<file path="src/logic/cssc_pkg.sv">
package cssc_pkg;
	// ----------------------------------------
	// register map (byte addresses)
	// ----------------------------------------
	localparam logic [7:0] ADDR_MODE = 8'h00;
	localparam logic [7:0] ADDR_CTRL = 8'h04;
	localparam logic [7:0] ADDR_DATA = 8'h08;
	localparam logic [7:0] ADDR_STAT = 8'h0c;
	localparam logic [7:0] ADDR_MASK = 8'h10;
	localparam logic [7:0] ADDR_CLR = 8'h14;
	// ----------------------------------------
	// mode register fields and reset
	// ----------------------------------------
	localparam int MODE_OPCLK = 15;
	localparam int MODE_EXTCLK = 14;
	localparam int MODE_TRIG = 8;
	localparam int MODE_INV = 6;
	localparam int MODE_ISRC = 0;
	localparam logic [15:0] MODE_RESET = 16'h0020;
	localparam logic [15:0] MODE_MASK = 16'hc16f;
	// ----------------------------------------
	// control register fields and reset
	// ----------------------------------------
	localparam int CTRL_RXE = 14;
	localparam int CTRL_PHASE = 13;
	localparam int CTRL_POL = 12;
	localparam int CTRL_DIR = 7;
	localparam int CTRL_DLS0 = 0;
	localparam logic [15:0] CTRL_RESET = 16'h0007;
	localparam logic [15:0] CTRL_MASK = 16'hf087;
	// ----------------------------------------
	// status / event bits
	// ----------------------------------------
	localparam int STAT_FULL = 0;
	localparam int STAT_OVR = 1;
	localparam int STAT_BUSY = 2;
	localparam int EV_END = 0;
	localparam int EV_OVR = 1;
	localparam int EV_EMPTY = 2;
	localparam logic [2:0] EV_RESET = 3'h0;
	// ----------------------------------------
	// word lengths and link limits
	// ----------------------------------------
	localparam logic [3:0] LEN_SEVEN = 4'h7;
	localparam logic [3:0] LEN_EIGHT = 4'h8;
	localparam logic [3:0] CNT_ZERO = 4'h0;
	localparam int MIN_CLK_RATIO = 6;
	localparam int PCLK_PERIOD_NS = 5;
	localparam int MIN_SCLK_PERIOD_NS = MIN_CLK_RATIO * PCLK_PERIOD_NS;

	typedef struct packed {
		logic sclk;
		logic sdi;
	} cssc_link_t;

	typedef struct packed {
		logic end_of_xfer;
		logic overrun;
		logic empty;
	} cssc_event_t;

	typedef enum logic [1:0] {
		CSSC_IDLE = 2'b00,
		CSSC_SHIFT = 2'b01,
		CSSC_DONE = 2'b10
	} cssc_state_t;
endpackage : cssc_pkg

</file>
<file path="src/logic/cssc_slave.sv">
// Our own choices: the APB slave port and the placing of the registers.
`timescale 1ns/1ps
module cssc_slave #(
	parameter int DATA_W = 8
) (
	// apb
	input wire logic pclk,
	input wire logic presetn,
	input wire logic psel,
	input wire logic penable,
	input wire logic pwrite,
	input wire logic [7:0] paddr,
	input wire logic [31:0] pwdata,
	output logic [31:0] prdata,
	output logic pready,
	output logic pslverr,
	// serial link
	input wire logic serial_clock_pin,
	input wire logic serial_data_in_pin,
	// interrupt
	output logic transfer_end_interrupt
);
	// ----------------------------------------
	// registers
	// ----------------------------------------
	logic [15:0] channel_mode_register;
	logic [15:0] communication_control_register;
	logic [DATA_W-1:0] channel_data_register;
	logic [DATA_W-1:0] shift;
	logic [3:0] bit_cnt;
	logic buffer_full_flag;
	logic busy;
	logic [2:0] ev_stat;
	logic [2:0] ev_mask;
	logic [2:0] ev_seen;
	logic data_fresh;
	cssc_pkg::cssc_link_t meta;
	cssc_pkg::cssc_link_t sync;
	logic sclk_d;
	cssc_pkg::cssc_state_t state;
	cssc_pkg::cssc_event_t ev;

	// ----------------------------------------
	// functions
	// ----------------------------------------
	function automatic logic [DATA_W-1:0] ins_bit(input logic [DATA_W-1:0] s,
		input logic b, input logic lsb_first, input logic [3:0] len);
		logic [DATA_W-1:0] r;
		r = s;
		if (lsb_first)
		begin
			r = {b, s[DATA_W-1:1]};
		end
		else
		begin
			r = {s[DATA_W-2:0], b};
		end
		return r;
	endfunction : ins_bit

	function automatic logic [DATA_W-1:0] align(input logic [DATA_W-1:0] s,
		input logic lsb_first, input logic [3:0] len);
		logic [DATA_W-1:0] r;
		r = s;
		if (lsb_first && len == cssc_pkg::LEN_SEVEN)
		begin
			r = {1'b0, s[DATA_W-1:1]};
		end
		else if (len == cssc_pkg::LEN_SEVEN)
		begin
			r = {1'b0, s[DATA_W-2:0]};
		end
		return r;
	endfunction : align

	// ----------------------------------------
	// decode
	// ----------------------------------------
	wire logic acc = psel && penable;
	wire logic wr = acc && pwrite;
	wire logic rd = acc && !pwrite;
	// read data launched at setup so it stands through the access cycle
	wire logic setup_rd = psel && !penable && !pwrite;
	wire logic sel_mode = paddr == cssc_pkg::ADDR_MODE;
	wire logic sel_ctrl = paddr == cssc_pkg::ADDR_CTRL;
	wire logic sel_data = paddr == cssc_pkg::ADDR_DATA;
	wire logic sel_stat = paddr == cssc_pkg::ADDR_STAT;
	wire logic sel_mask = paddr == cssc_pkg::ADDR_MASK;
	wire logic sel_clr = paddr == cssc_pkg::ADDR_CLR;
	wire logic mapped = sel_mode || sel_ctrl || sel_data || sel_stat || sel_mask || sel_clr;
	wire logic rx_en = communication_control_register[cssc_pkg::CTRL_RXE];
	wire logic ext_clk = channel_mode_register[cssc_pkg::MODE_EXTCLK];
	wire logic inv_in = channel_mode_register[cssc_pkg::MODE_INV];
	wire logic isrc = channel_mode_register[cssc_pkg::MODE_ISRC];
	wire logic phase_sel = communication_control_register[cssc_pkg::CTRL_PHASE];
	wire logic pol_sel = communication_control_register[cssc_pkg::CTRL_POL];
	wire logic lsb_first = communication_control_register[cssc_pkg::CTRL_DIR];
	wire logic [3:0] word_len = communication_control_register[cssc_pkg::CTRL_DLS0]
		? cssc_pkg::LEN_EIGHT : cssc_pkg::LEN_SEVEN;
	// polarity-corrected clock; capture edge chosen by phase
	wire logic sclk_n = sync.sclk ^ pol_sel;
	wire logic sclk_p = sclk_d ^ pol_sel;
	wire logic rise = sclk_n && !sclk_p;
	wire logic fall = !sclk_n && sclk_p;
	wire logic cap = ext_clk && rx_en && (phase_sel ? fall : rise);
	wire logic din = sync.sdi ^ inv_in;
	wire logic last = bit_cnt == word_len - 4'h1;
	wire logic word_done = state == cssc_pkg::CSSC_SHIFT && cap && last;
	wire logic [DATA_W-1:0] next_shift = ins_bit(shift, din, lsb_first, word_len);
	// buffer-empty event suppressed in receive; end-of-transfer always allowed
	assign ev.end_of_xfer = word_done;
	assign ev.overrun = word_done && buffer_full_flag;
	assign ev.empty = word_done && isrc && !rx_en;
	wire logic [2:0] ev_vec = {ev.empty, ev.overrun, ev.end_of_xfer};
	wire logic [2:0] stat_view = {busy, ev_stat[cssc_pkg::EV_OVR], buffer_full_flag};
	wire logic rd_stat = rd && sel_stat;
	wire logic clr_wr = wr && sel_clr;
	// a status read clears only the events that its data showed
	wire logic [2:0] ev_kept = rd_stat ? (ev_stat & ~ev_seen)
		: clr_wr ? cssc_pkg::EV_RESET : ev_stat;
	wire logic [31:0] rd_mux = sel_mode ? {16'h0000, channel_mode_register}
		: sel_ctrl ? {16'h0000, communication_control_register}
		: sel_data ? {24'h000000, channel_data_register}
		: sel_stat ? {26'h0, ev_stat, stat_view}
		: sel_mask ? {29'h0, ev_mask}
		: 32'h00000000;

	assign pready = 1'b1;
	assign pslverr = acc && !mapped;
	assign transfer_end_interrupt = |(ev_stat & ev_mask);

	// ----------------------------------------
	// link synchroniser
	// ----------------------------------------
	always_ff @(posedge pclk or negedge presetn)
	begin
		if (!presetn)
		begin
			meta <= '0;
			sync <= '0;
			sclk_d <= 1'b0;
		end
		else
		begin
			meta <= {serial_clock_pin, serial_data_in_pin};
			sync <= meta;
			sclk_d <= sync.sclk;
		end
	end

	// ----------------------------------------
	// apb registers
	// ----------------------------------------
	always_ff @(posedge pclk or negedge presetn)
	begin
		if (!presetn)
		begin
			channel_mode_register <= cssc_pkg::MODE_RESET;
			communication_control_register <= cssc_pkg::CTRL_RESET;
			ev_mask <= cssc_pkg::EV_RESET;
			prdata <= 32'h00000000;
			ev_seen <= cssc_pkg::EV_RESET;
			data_fresh <= 1'b0;
		end
		else
		begin
			if (wr && sel_mode)
			begin
				channel_mode_register <= pwdata[15:0] & cssc_pkg::MODE_MASK;
			end
			if (wr && sel_ctrl)
			begin
				communication_control_register <= pwdata[15:0] & cssc_pkg::CTRL_MASK;
			end
			if (wr && sel_mask)
			begin
				ev_mask <= pwdata[2:0];
			end
			if (setup_rd)
			begin
				prdata <= rd_mux;
				ev_seen <= ev_stat;
				data_fresh <= !word_done;
			end
		end
	end

	// ----------------------------------------
	// status, read clears, set wins
	// ----------------------------------------
	always_ff @(posedge pclk or negedge presetn)
	begin
		if (!presetn)
		begin
			ev_stat <= cssc_pkg::EV_RESET;
		end
		else
		begin
			ev_stat <= ev_kept | ev_vec;
		end
	end

	// ----------------------------------------
	// data buffer
	// ----------------------------------------
	always_ff @(posedge pclk or negedge presetn)
	begin
		if (!presetn)
		begin
			channel_data_register <= '0;
			buffer_full_flag <= 1'b0;
		end
		else if (word_done)
		begin
			channel_data_register <= align(next_shift, lsb_first, word_len);
			buffer_full_flag <= 1'b1;
		end
		else if (wr && sel_data)
		begin
			channel_data_register <= pwdata[DATA_W-1:0];
			buffer_full_flag <= 1'b1;
		end
		else if (rd && sel_data && data_fresh)
		begin
			buffer_full_flag <= 1'b0;
		end
	end

	// ----------------------------------------
	// receive shifter
	// ----------------------------------------
	always_ff @(posedge pclk or negedge presetn)
	begin
		if (!presetn)
		begin
			state <= cssc_pkg::CSSC_IDLE;
			shift <= '0;
			bit_cnt <= cssc_pkg::CNT_ZERO;
			busy <= 1'b0;
		end
		else
		begin
			case (state)
				cssc_pkg::CSSC_IDLE:
				begin
					busy <= 1'b0;
					bit_cnt <= cssc_pkg::CNT_ZERO;
					if (rx_en && ext_clk)
					begin
						state <= cssc_pkg::CSSC_SHIFT;
					end
				end
				cssc_pkg::CSSC_SHIFT:
				begin
					if (!rx_en)
					begin
						state <= cssc_pkg::CSSC_IDLE;
					end
					else if (cap)
					begin
						shift <= next_shift;
						busy <= !last;
						bit_cnt <= last ? cssc_pkg::CNT_ZERO : bit_cnt + 4'h1;
						if (last)
						begin
							state <= cssc_pkg::CSSC_DONE;
						end
					end
				end
				cssc_pkg::CSSC_DONE:
				begin
					state <= cssc_pkg::CSSC_SHIFT;
				end
				default:
				begin
					state <= cssc_pkg::CSSC_IDLE;
				end
			endcase
		end
	end
endmodule : cssc_slave

</file>
<file path="config.mk">
export PLATFORM = sky130hd
export DESIGN_NAME = cssc_slave
export DESIGN_NICKNAME = d
export VERILOG_FILES = /design/src/logic/cssc_pkg.sv /design/src/logic/cssc_slave.sv
export SDC_FILE = /design/constraint.sdc
export NUM_CORES = 1
export LEC_CHECK = 0
export BUFFER_PORTS_ARGS = -buffer_cell sky130_fd_sc_hd__buf_2
export CORE_ASPECT_RATIO = 0.5
export CORE_UTILIZATION = 35
export CTS_BUF_LIST = sky130_fd_sc_hd__clkbuf_16
export CTS_CLUSTER_DIAMETER = 100
export DETAILED_ROUTE_END_ITERATION = 10
export HOLD_SLACK_MARGIN = 0.05
export PLACE_DENSITY = 0.54
export SLEW_MARGIN = 20
export SYNTH_ARGS = -nofsm -noshare
export SYNTH_HDL_FRONTEND = slang
export SYNTH_SLANG_ARGS = --single-unit
</file>
<file path="constraint.sdc">
create_clock -name pclk -period 5.14 [get_ports pclk]
set_input_delay 0.257 -clock pclk [delete_from_list [all_inputs] [get_ports pclk]]
set_output_delay 0.257 -clock pclk [all_outputs]
set_load 0.03 [all_outputs]
</file>
# Word-level counts from Yosys, hierarchy flattened
# Index checks and enable logic that the tools add are counted.
[op_classes]
add_sub_neg = 2
n_eq_ne = 14
n_bitwise = 7
reduce_logical = 46
muxes = 29
[op_table]
columns = ["op", "count"]
rows = [
  ["$mux W8", 6],
  ["$mux W16", 2],
  ["$logic_and A1 B1 Y1", 24],
  ["$eq A8 B4 Y1 const B", 2],
  ["$eq A8 B5 Y1 const B", 2],
  ["$mux W4", 4],
  ["$mux W3", 3],
  ["$reduce_and A3 Y1", 3],
  ["$eq A8 B3 Y1 const B", 1],
  ["$logic_not A1 Y1", 8],
  ["$logic_not A8 Y1", 1],
  ["$mux W2", 4],
  ["$pmux W4 S2", 1],
  ["$and A3 B3 Y3", 2],
  ["$mux W1", 6],
  ["$mux W6", 1],
  ["$ne A2 B2 Y1 const B", 3],
  ["$ne A3 B3 Y1 const B", 2],
  ["$pmux W2 S3", 1],
  ["$logic_or A1 B1 Y1", 5],
  ["$add A4 B1 Y4 const B", 1],
  ["$eq A4 B3 Y1 const B", 1],
  ["$eq A4 B4 Y1", 1],
  ["$reduce_bool A2 Y1", 2],
  ["other kinds (10)", 12],
]
[word_totals]
wordCells = 116
input_bits = 47
ff_bits = 88
output_inout_bits = 35

# Depth between registers and ports, before layout
# Gate-level depths: netlist (run 1).
[depth]
word_depth = 10
mapped_depth = 8
mapped_depth_nobuf = 7

# Worst setup path before layout (run 1)
# Ideal clock, no wire load.
[synth_timing]
kind = "input-to-reg"
from = "in paddr[5]"
to = "reg communication_control_register[12]"
arrival_ps = 1854
cell_stages = 5
setup_ps = 125
t_required_ps = 5015
n_path_buf = 0
setup_slack_ps = 3161
path_cell_list = "or3_4 -> or4_4 -> nor3b_4 -> nand3_4 -> mux2_2"
[synth_between]
elab_chain_cells = 2
[synth_rtl]
columns = ["item", "line", "rtl"]
rows = [
  ["start, declared", "cssc_slave.sv:12", "input wire logic [7:0] paddr,"],
  ["$eq A8 B3 Y1", "cssc_slave.sv:85", "wire logic sel_ctrl = paddr == cssc_pkg::ADDR_CTRL;"],
  ["$logic_and A1 B1 Y1", "cssc_slave.sv:171", "if (wr && sel_ctrl)"],
  ["end signal, assigned", "cssc_slave.sv:159", "communication_control_register <= cssc_pkg::CTRL_RESET;"],
  ["end signal, assigned", "cssc_slave.sv:173", "communication_control_register <= pwdata[15:0] & cssc_pkg::CTRL_MASK;"],
  ["end, declared", "cssc_slave.sv:27", "logic [15:0] communication_control_register;"],
]
# Every way passes these cells.
# A chain may end at the register's enable or synchronous reset.

# Final worst setup path (run 1)
[layout_timing]
from = "reg communication_control_register[13]"
to = "reg channel_data_register[1]"
[layout_between]
elab_chain_cells = 5
elab_cells_between_ends = 6
cone_classes = "2 x mux; 4 x reduce/logical"
[layout_rtl]
columns = ["item", "line", "rtl"]
rows = [
  ["$mux W1 *", "cssc_slave.sv:105", "wire logic cap = ext_clk && rx_en && (phase_sel ? fall : rise);"],
  ["$logic_and A1 B1 Y1 *", "cssc_slave.sv:105", ""],
  ["$logic_and A1 B1 Y1 * (2 in series)", "cssc_slave.sv:108", "wire logic word_done = state == cssc_pkg::CSSC_SHIFT && cap && last;"],
  ["$mux W8 or $reduce_bool A2 Y1 (tied branches)", "-", ""],
  ["end signal, assigned", "cssc_slave.sv:215", "channel_data_register <= align(next_shift, lsb_first, word_len);"],
  ["end signal, assigned", "cssc_slave.sv:220", "channel_data_register <= pwdata[DATA_W-1:0];"],
  ["end, declared", "cssc_slave.sv:28", "logic [DATA_W-1:0] channel_data_register;"],
]
# Mark *: on every way between the ends. The rest lies on a longest branch, timed or not.

==> results_dict.tcl, run 1 <==
set metrics [dict create \
    status "complete, no violations" \
    drc 0 \
    multi_input_area_um2 1630 \
    hold_violations 0 \
    track_usage 0.162 \
    skew_ns 0.00589 \
    leakagePower_nw 1.84 \
    post_cts_resized 0 \
    drv_cap 0 \
    seq_power_share 0.478 \
    worstSetupPathType "reg2reg" \
    hpwl_um 5520 \
    worstPathMaxFanout 18 \
    synth-seq-cells 69 \
    async_flop_share 1.00 \
    p_int_mw 0.898 \
    yosysSeqAreaShare 0.490 \
    cts.sinks 69 \
    die_h_um 73.0 \
    grt_antenna_before_repair 0 \
    coreArea_um2 9630 \
    slew_headroom 0.312 \
    first_global_vias 2482 \
    final_nets 430 \
    wl_um 7860 \
    synth-warning-count 0 \
    grt_overflow 0 \
    cts_buffers 9 \
    slowest_delay_ns 0.45 \
    power.switching_mw 0.287 \
    syn_inst 343 \
    synth_ff_type "dfrtp_1" \
    tightest_slew_ns 1.03 \
    hold_depth 2 \
    area_growth_pct 14.9 \
    final-setup-viol-count 0 \
    end_kind "flip-flop" \
    io_buffers 42 \
    synth_cell_type_count 55 \
    place_congestion 0.848 \
    slowest_stage "clkinv_1" \
    wl_per_cell_um 15.1 \
    rsz0062_at_grt "no" \
    drtAntennaViolNets 0 \
    ctsLongestPathBuffers 2 \
    area.sequential_um2 1730 \
    die_w_um 144 \
    peakVddDrop_mv 0.149 \
    syn-cell-area_um2 3530 \
    n_fill_cell 949 \
    cp-start-kind "flip-flop" \
    ff2ff_path_depth 8 \
    synthTopCellsByArea "dfrtp_1, mux2_2, mux2i_1" \
    via_per_inst 5.06 \
    min_path_type "in2reg" \
    avgSynthCellArea_um2 10.3 \
    cts_tree "built" \
    hold_ws_ns 0.154 \
    grt_max_degree 53 \
    cp.required_ns 5.34 \
    final.setup.tns_ns 0 \
    dr.pass1.iters 4 \
    synth_edf_count 0 \
    period_share 0.466 \
    power_frac_comb 0.083 \
    ioPinCount 82 \
    cp_data_arrival_time_ns 2.60 \
    cts.clk_slew.worst_paths_ns 0.05 \
    slew_viol_final 0 \
    start_util 0.367 \
    drive_gt1_frac 0.235 \
    drt_iter0_drc 211 \
    pwr-share-clk 0.440 \
    diodes 0 \
    grt_pass1_wl_um 12700 \
    clk_latency_ns 0.33 \
    yosysTopAreaCellShare 0.460 \
    power_density_nw_per_um2 292 \
    cts_root_buffer "clkbuf_16" \
    switching_share 0.242 \
    fmax_ghz 0.417 \
    path_cells "xor2_1 > mux2i_1 > nor3_1 > buf_4 > nand2_1 > clkinv_1 > o211ai_1 > o21ai_0" \
    die-area_um2 10500 \
    htree_levels 3 \
    synth_top_area_cell "dfrtp_1" \
    fin_crit_ns 2.40 \
    num_rows 25 \
    num_vias 2639 \
]
==> registers in the layout, indices dropped and copies added, names as in the netlist <==
name	cells
prdata	13
channel_mode_register	9
channel_data_register	8
communication_control_register	8
shift	8
bit_cnt	4
ev_mask	3
ev_seen	3
ev_stat	3
meta	2
state	2
sync	2
buffer_full_flag	1
busy	1
data_fresh	1
sclk_d	1
==> synthesized netlist by cell type, drive strengths merged (2+ instances only) <==
| master | instances |
|---|---|
| nor3b | 2 |
| dfstp | 4 |
| nor2 | 18 |
| conb | 2 |
| nor3 | 9 |
| a32oi | 3 |
| o211ai | 7 |
| dfrtp | 65 |
| o21ai | 21 |
| a31oi | 3 |
| nor4 | 2 |
| nor2b | 4 |
| or3 | 4 |
| a21oi | 16 |
| clkbuf | 14 |
| inv | 4 |
| a22oi | 2 |
| xor2 | 3 |
| nand3 | 9 |
| a211o | 2 |
| mux2 | 24 |
| nand2 | 45 |
| mux2i | 26 |
| buf | 24 |
| nand4 | 3 |
| o31ai | 3 |
| a32o | 2 |
==> layout by cell type (no fill, tap or decap), types with 5 or more instances in the layout <==
master	n
a21oi_1	16
buf_2	42
clkbuf_16	9
clkinv_1	5
conb_1	20
dfrtp_1	65
inv_1	7
mux2_2	24
mux2i_1	26
nand2_1	45
nand3_1	8
nor2_1	18
nor3_1	9
o211ai_1	7
o21ai_0	21
==> path summary, 6_finish.rpt <==
check	slack, ns	to	from
hold / removal	0.15	communication_control_register[12]	pwdata[12]
max in group asynchronous	3.77	prdata[4]	presetn
setup reg to reg	2.74	channel_data_register[1]	communication_control_register[13]
setup / recovery	2.74	channel_data_register[1]	communication_control_register[13]
hold reg to reg	0.35	sync[1]	meta[1]
min in group asynchronous	0.38	shift[1]	presetn
==> timing repair <==
action / CTS / global route
endpoints found under the hold margin: 19 / 0
setup buffers: 0 / 0
hold buffers: 3 / 0
==> layer usage <==
| layer | routed length [µm] | global-route usage | up-vias | part of all wire |
|---|---|---|---|---|
| met4 | 129 | 0.0591 | 0 | 0.016 |
| met5 | 0 | 0 | - | 0 |
| met3 | 460 | 0.0538 | 12 | 0.059 |
| met2 | 3420 | 0.243 | 89 | 0.44 |
| met1 | 3850 | 0.218 | 1274 | 0.49 |
| li1 | - | - | 1264 | - |
==> metrics by stage <==
stage	area, µm²	util	setup WS (ns)	power [mW]	std cells
6_report	4060	0.421	2.74	1.19	522
5_1_grt	4060	0.421	2.56	1.24	522
4_1_cts	4060	0.421	2.76	1.20	522
3_5_place_dp	3780	0.392	2.64	0.672	503
3_3_place_gp	3780	0.392	2.63	0.670	503
2_1_floorplan	3600	-	3.16	0.646	361
==> cell type report <==
cell class | count | share of cell area
Clock buffer | 9 | 0.0555
Clock inverter | 7 | 0.00647
Inverter | 5 | 0.00462
Multi-Input combinational cell | 249 | 0.401
Sequential cell | 69 | 0.427
Tap cell | 135 | 0.0416
Timing Repair Buffer | 48 | 0.0647
==> cells by family (layout without fill, tap and decap cells) <==
kind of cell / Yosys count / after routing / synth area share
other: 2 / 20 / 0.00213
adders and majority gates: 1 / 1 / 0.00354
xor gates and xnor gates: 4 / 4 / 0.00992
muxes: 50 / 50 / 0.150
and+or+nand+nor: 107 / 107 / 0.155
buffers and inverters: 43 / 69 / 0.0687
AOI/OAI and AO/OA: 67 / 67 / 0.121
DFF: 69 / 69 / 0.490
==> critical path: cells and delay by family (launching register included) <==
kind	cells	cell delay, ns
AO/OA/AOI/OAI	2	0.41
XOR/XNOR	1	0.22
buffers and inverters	2	0.65
flip-flops	1	0.40
multiplexers	1	0.29
AND/OR/NAND/NOR	2	0.29
==> power groups by stage <==
stage | clock [mW] | sequential [mW] | combinational [mW]
floorplan | 0 | 0.578 | 0.0676
global placement | 0 | 0.575 | 0.0950
detailed placement | 0 | 0.575 | 0.0970
CTS | 0.539 | 0.566 | 0.0989
global route | 0.563 | 0.567 | 0.109
finish | 0.522 | 0.566 | 0.0979
Power figures use the tool's default switching activity.
==> run 2: changes to the inputs <==
--- a/config.mk
+++ b/config.mk
@@ -5,6 +5,7 @@
 export SDC_FILE = /design/constraint.sdc
 export NUM_CORES = 1
 export LEC_CHECK = 0
+export ABC_AREA = 1
 export BUFFER_PORTS_ARGS = -buffer_cell sky130_fd_sc_hd__buf_2
 export CORE_ASPECT_RATIO = 0.5
 export CORE_UTILIZATION = 35
@@ -12,7 +13,7 @@
 export CTS_CLUSTER_DIAMETER = 100
 export DETAILED_ROUTE_END_ITERATION = 10
 export HOLD_SLACK_MARGIN = 0.05
-export PLACE_DENSITY = 0.54
+export PLACE_DENSITY = 0.56
 export SLEW_MARGIN = 20
 export SYNTH_ARGS = -nofsm -noshare
 export SYNTH_HDL_FRONTEND = slang
==> constraint.sdc (replaced) <==
create_clock -name pclk -period 1.9 [get_ports pclk]
set_input_delay 0.095 -clock pclk [delete_from_list [all_inputs] [get_ports pclk]]
set_output_delay 0.095 -clock pclk [all_outputs]
set_load 0.03 [all_outputs]
==> run 2 against run 1 <==
Net effect:
- combinational power rose to 3.0 times the previous value
- synthesized area rose by 3.0%
- routed wire length grew 6.7%
- flip-flop and latch count unchanged
- total power grew to 3.0 times the previous value
- sequential power grew to 2.7 times the previous value
- fmax increased by 47%
==> results_dict.tcl, run 2 <==
set metrics [dict create \
    drtAntennaViolNets 0 \
    globalRouteMet1Util 0.227 \
    fin_crit_ns 1.63 \
    largest_reg_flops 13 \
    synth_ff_type "dfrtp_1" \
    synthTopCellsByCount "nand2_1, dfrtp_1, nand3_1, inv_1, nor2_1" \
    ctsLongestPathBuffers 2 \
    met3_usage 0.0393 \
    avgSynthCellArea_um2 7.89 \
    power_mw 3.58 \
    regMostFlops "prdata" \
    wl_per_cell_um 12.7 \
    drc 0 \
    worstSetupPathType "reg2reg" \
    skew_ns 0.00647 \
    htree_levels 3 \
    grt_max_degree 70 \
    end_kind "flip-flop" \
    grt_overflow 0 \
    diodes 0 \
    n_fill_cell 1008 \
    cts_tree "built" \
    layout_commonest_cell "nand2_1" \
    power_density_nw_per_um2 817 \
    die_h_um 74.1 \
    synth-seq-cells 69 \
    first_global_vias 2839 \
    ff2ff_path_depth 7 \
    fmax_ghz 0.614 \
    synth_edf_count 0 \
    async_flop_share 1.00 \
    final-setup-viol-count 0 \
    yosysTopAreaCellShare 0.447 \
    leakagePower_nw 2.19 \
    syn-cell-area_um2 3640 \
    num_rows 25 \
    die_w_um 146 \
    most-common-layout-cells "nand2_1, dfrtp_1, nand3_1" \
    cts.sinks 69 \
    cp_data_arrival_time_ns 1.82 \
    hold_depth 3 \
    wl_um 8390 \
    post-place-ws_ns 0.264 \
    dr.pass1.iters 4 \
    coreArea_um2 9760 \
    min_to "communication_control_register[7]" \
    area_growth_pct 20.6 \
    num_vias 3023 \
    post-synth-top-count-cell "nand2_1" \
    reg2reg_setup_slack_ns 0.27 \
    hpwl_um 6020 \
    worstPathMaxFanout 19 \
    drive_gt1_frac 0.184 \
    synthTopCellsByArea "dfrtp_1, nand2_1, nand3_1" \
    cts_buffers 9 \
    place_congestion 0.829 \
    slew_viol_final 0 \
    rsz0062_at_grt "no" \
    drt_iter0_drc 154 \
    hold_violations 0 \
    track_usage 0.169 \
    cts.clk_slew.worst_paths_ns 0.06 \
    synth-warning-count 0 \
    clk_latency_ns 0.33 \
    cts_root_buffer "clkbuf_16" \
    r2r_start "communication_control_register[0]" \
    syn_inst 461 \
    yosysSeqAreaShare 0.476 \
    grt_pass1_wl_um 14000 \
    io_buffers 42 \
    via_per_inst 4.57 \
    min_path_type "in2reg" \
    reg2reg_to "data_fresh" \
    grt-busiest-layer "met2" \
    final.setup.tns_ns 0 \
    synth_top_area_cell "dfrtp_1" \
    hp-start "pwdata[7]" \
    reg_top3 "prdata: 13 flops, channel_mode_register: 9 flops" \
    hold_ws_ns 0.0966 \
    drv_cap 0 \
    die-area_um2 10800 \
    status "complete, no violations" \
    period_share 0.858 \
    cp.required_ns 2.09 \
    start_util 0.373 \
    peakVddDrop_mv 0.440 \
    cp-start-kind "flip-flop" \
    grt_antenna_before_repair 0 \
    setup_slack_ns 0.270 \
    final_nets 570 \
    use_met2 0.271 \
    ioPinCount 82 \
    post-route-util 0.449 \
    post-cts-setup-buffer-count 0 \
    synth_cell_type_count 34 \
]
## run 2: cell count changes in the layout (fill, tap and decap cells not counted), moves of 6 or more
| cell | change |
|---|---|
| nand2_1 | +92 |
| nand3_1 | +45 |
| inv_1 | +41 |
| mux2i_1 | -26 |
| mux2_2 | -21 |
| o21ai_1 | +13 |
| nor2_1 | +12 |
| dlygate4sd3_1 | +11 |
| nor3_1 | -9 |
| nor2_2 | +6 |
| o21ai_0 | +6 |
## run 2: cell families (layout without fill, tap and decap cells)
kind of cell	count (synthesis)	count (layout)	share of synthesized area
buffers and inverters	81	129	0.110
AOI/OAI and AO/OA	60	60	0.0904
and+or+nand+nor	243	243	0.304
other	2	20	0.00206
DFF	69	69	0.476
adders and majority gates	1	1	0.00344
muxes	3	3	0.00928
xor gates and xnor gates	2	2	0.00482
## run 2: worst max path at each step
stage / from / to / slack, ns / cells after the start
6_report: communication_control_register[0] / data_fresh / 0.27 / 7
4_1_cts: communication_control_register[0] / data_fresh / 0.25 / 7
2_1_floorplan: paddr[0] / pslverr / 0.46 / 4
3_3_place_gp: communication_control_register[0] / data_fresh / 0.29 / 7
3_5_place_dp: communication_control_register[0] / data_fresh / 0.26 / 7
5_1_grt: communication_control_register[14] / bit_cnt[0] / 0.10 / 8
## run 2: stage by stage
stage,area [µm²],cells
CTS,4390,662
floorplan,3710,479
global route,4390,662
finish,4390,662
detailed placement,3930,632
global placement,3930,632
## run 2: power by group
| part | total [mW] | switching [mW] | internal [mW] |
|---|---|---|---|
| clock | 1.76 | 0.614 | 1.14 |
| combinational | 0.289 | 0.199 | 0.0896 |
| sequential | 1.54 | 0.0250 | 1.51 |
| total | 3.58 | 0.838 | 2.74 |
## run 2: repair_timing
| item | 4_1_cts | 5_1_grt |
|---|---|---|
| resized for setup | 0 | 0 |
| endpoints found under the hold margin | 82 | 0 |
| hold buffers | 14 | 0 |
## run 2: cell type report
| type | count | area (µm²) | area share |
|---|---|---|---|
| clock buffers | 9 | 225 | 0.0513 |
| multi-input cells | 329 | 1570 | 0.359 |
| repair buffers | 61 | 400 | 0.0913 |
| well taps | 135 | 169 | 0.0385 |
| flip-flops and latches | 69 | 1730 | 0.395 |
| inverters | 52 | 195 | 0.0445 |
| clock inverters | 7 | 91.3 | 0.0208 |
## run 2: critical path: stages, from the launching register on
cell and delay (ns):
dfstp_2 0.56, inv_1 0.08, nand2_1 0.06, nand3_1 0.09, inv_1 0.16, nand3_4 0.23, inv_2 0.21, o21ai_0 0.10
## run 2: routing by layer
layer | vias up | part of all wire
met1 | 1380 | 0.51
met5 | - | 0
met2 | 76 | 0.43
met3 | 12 | 0.045
met4 | 0 | 0.014
li1 | 1555 | -
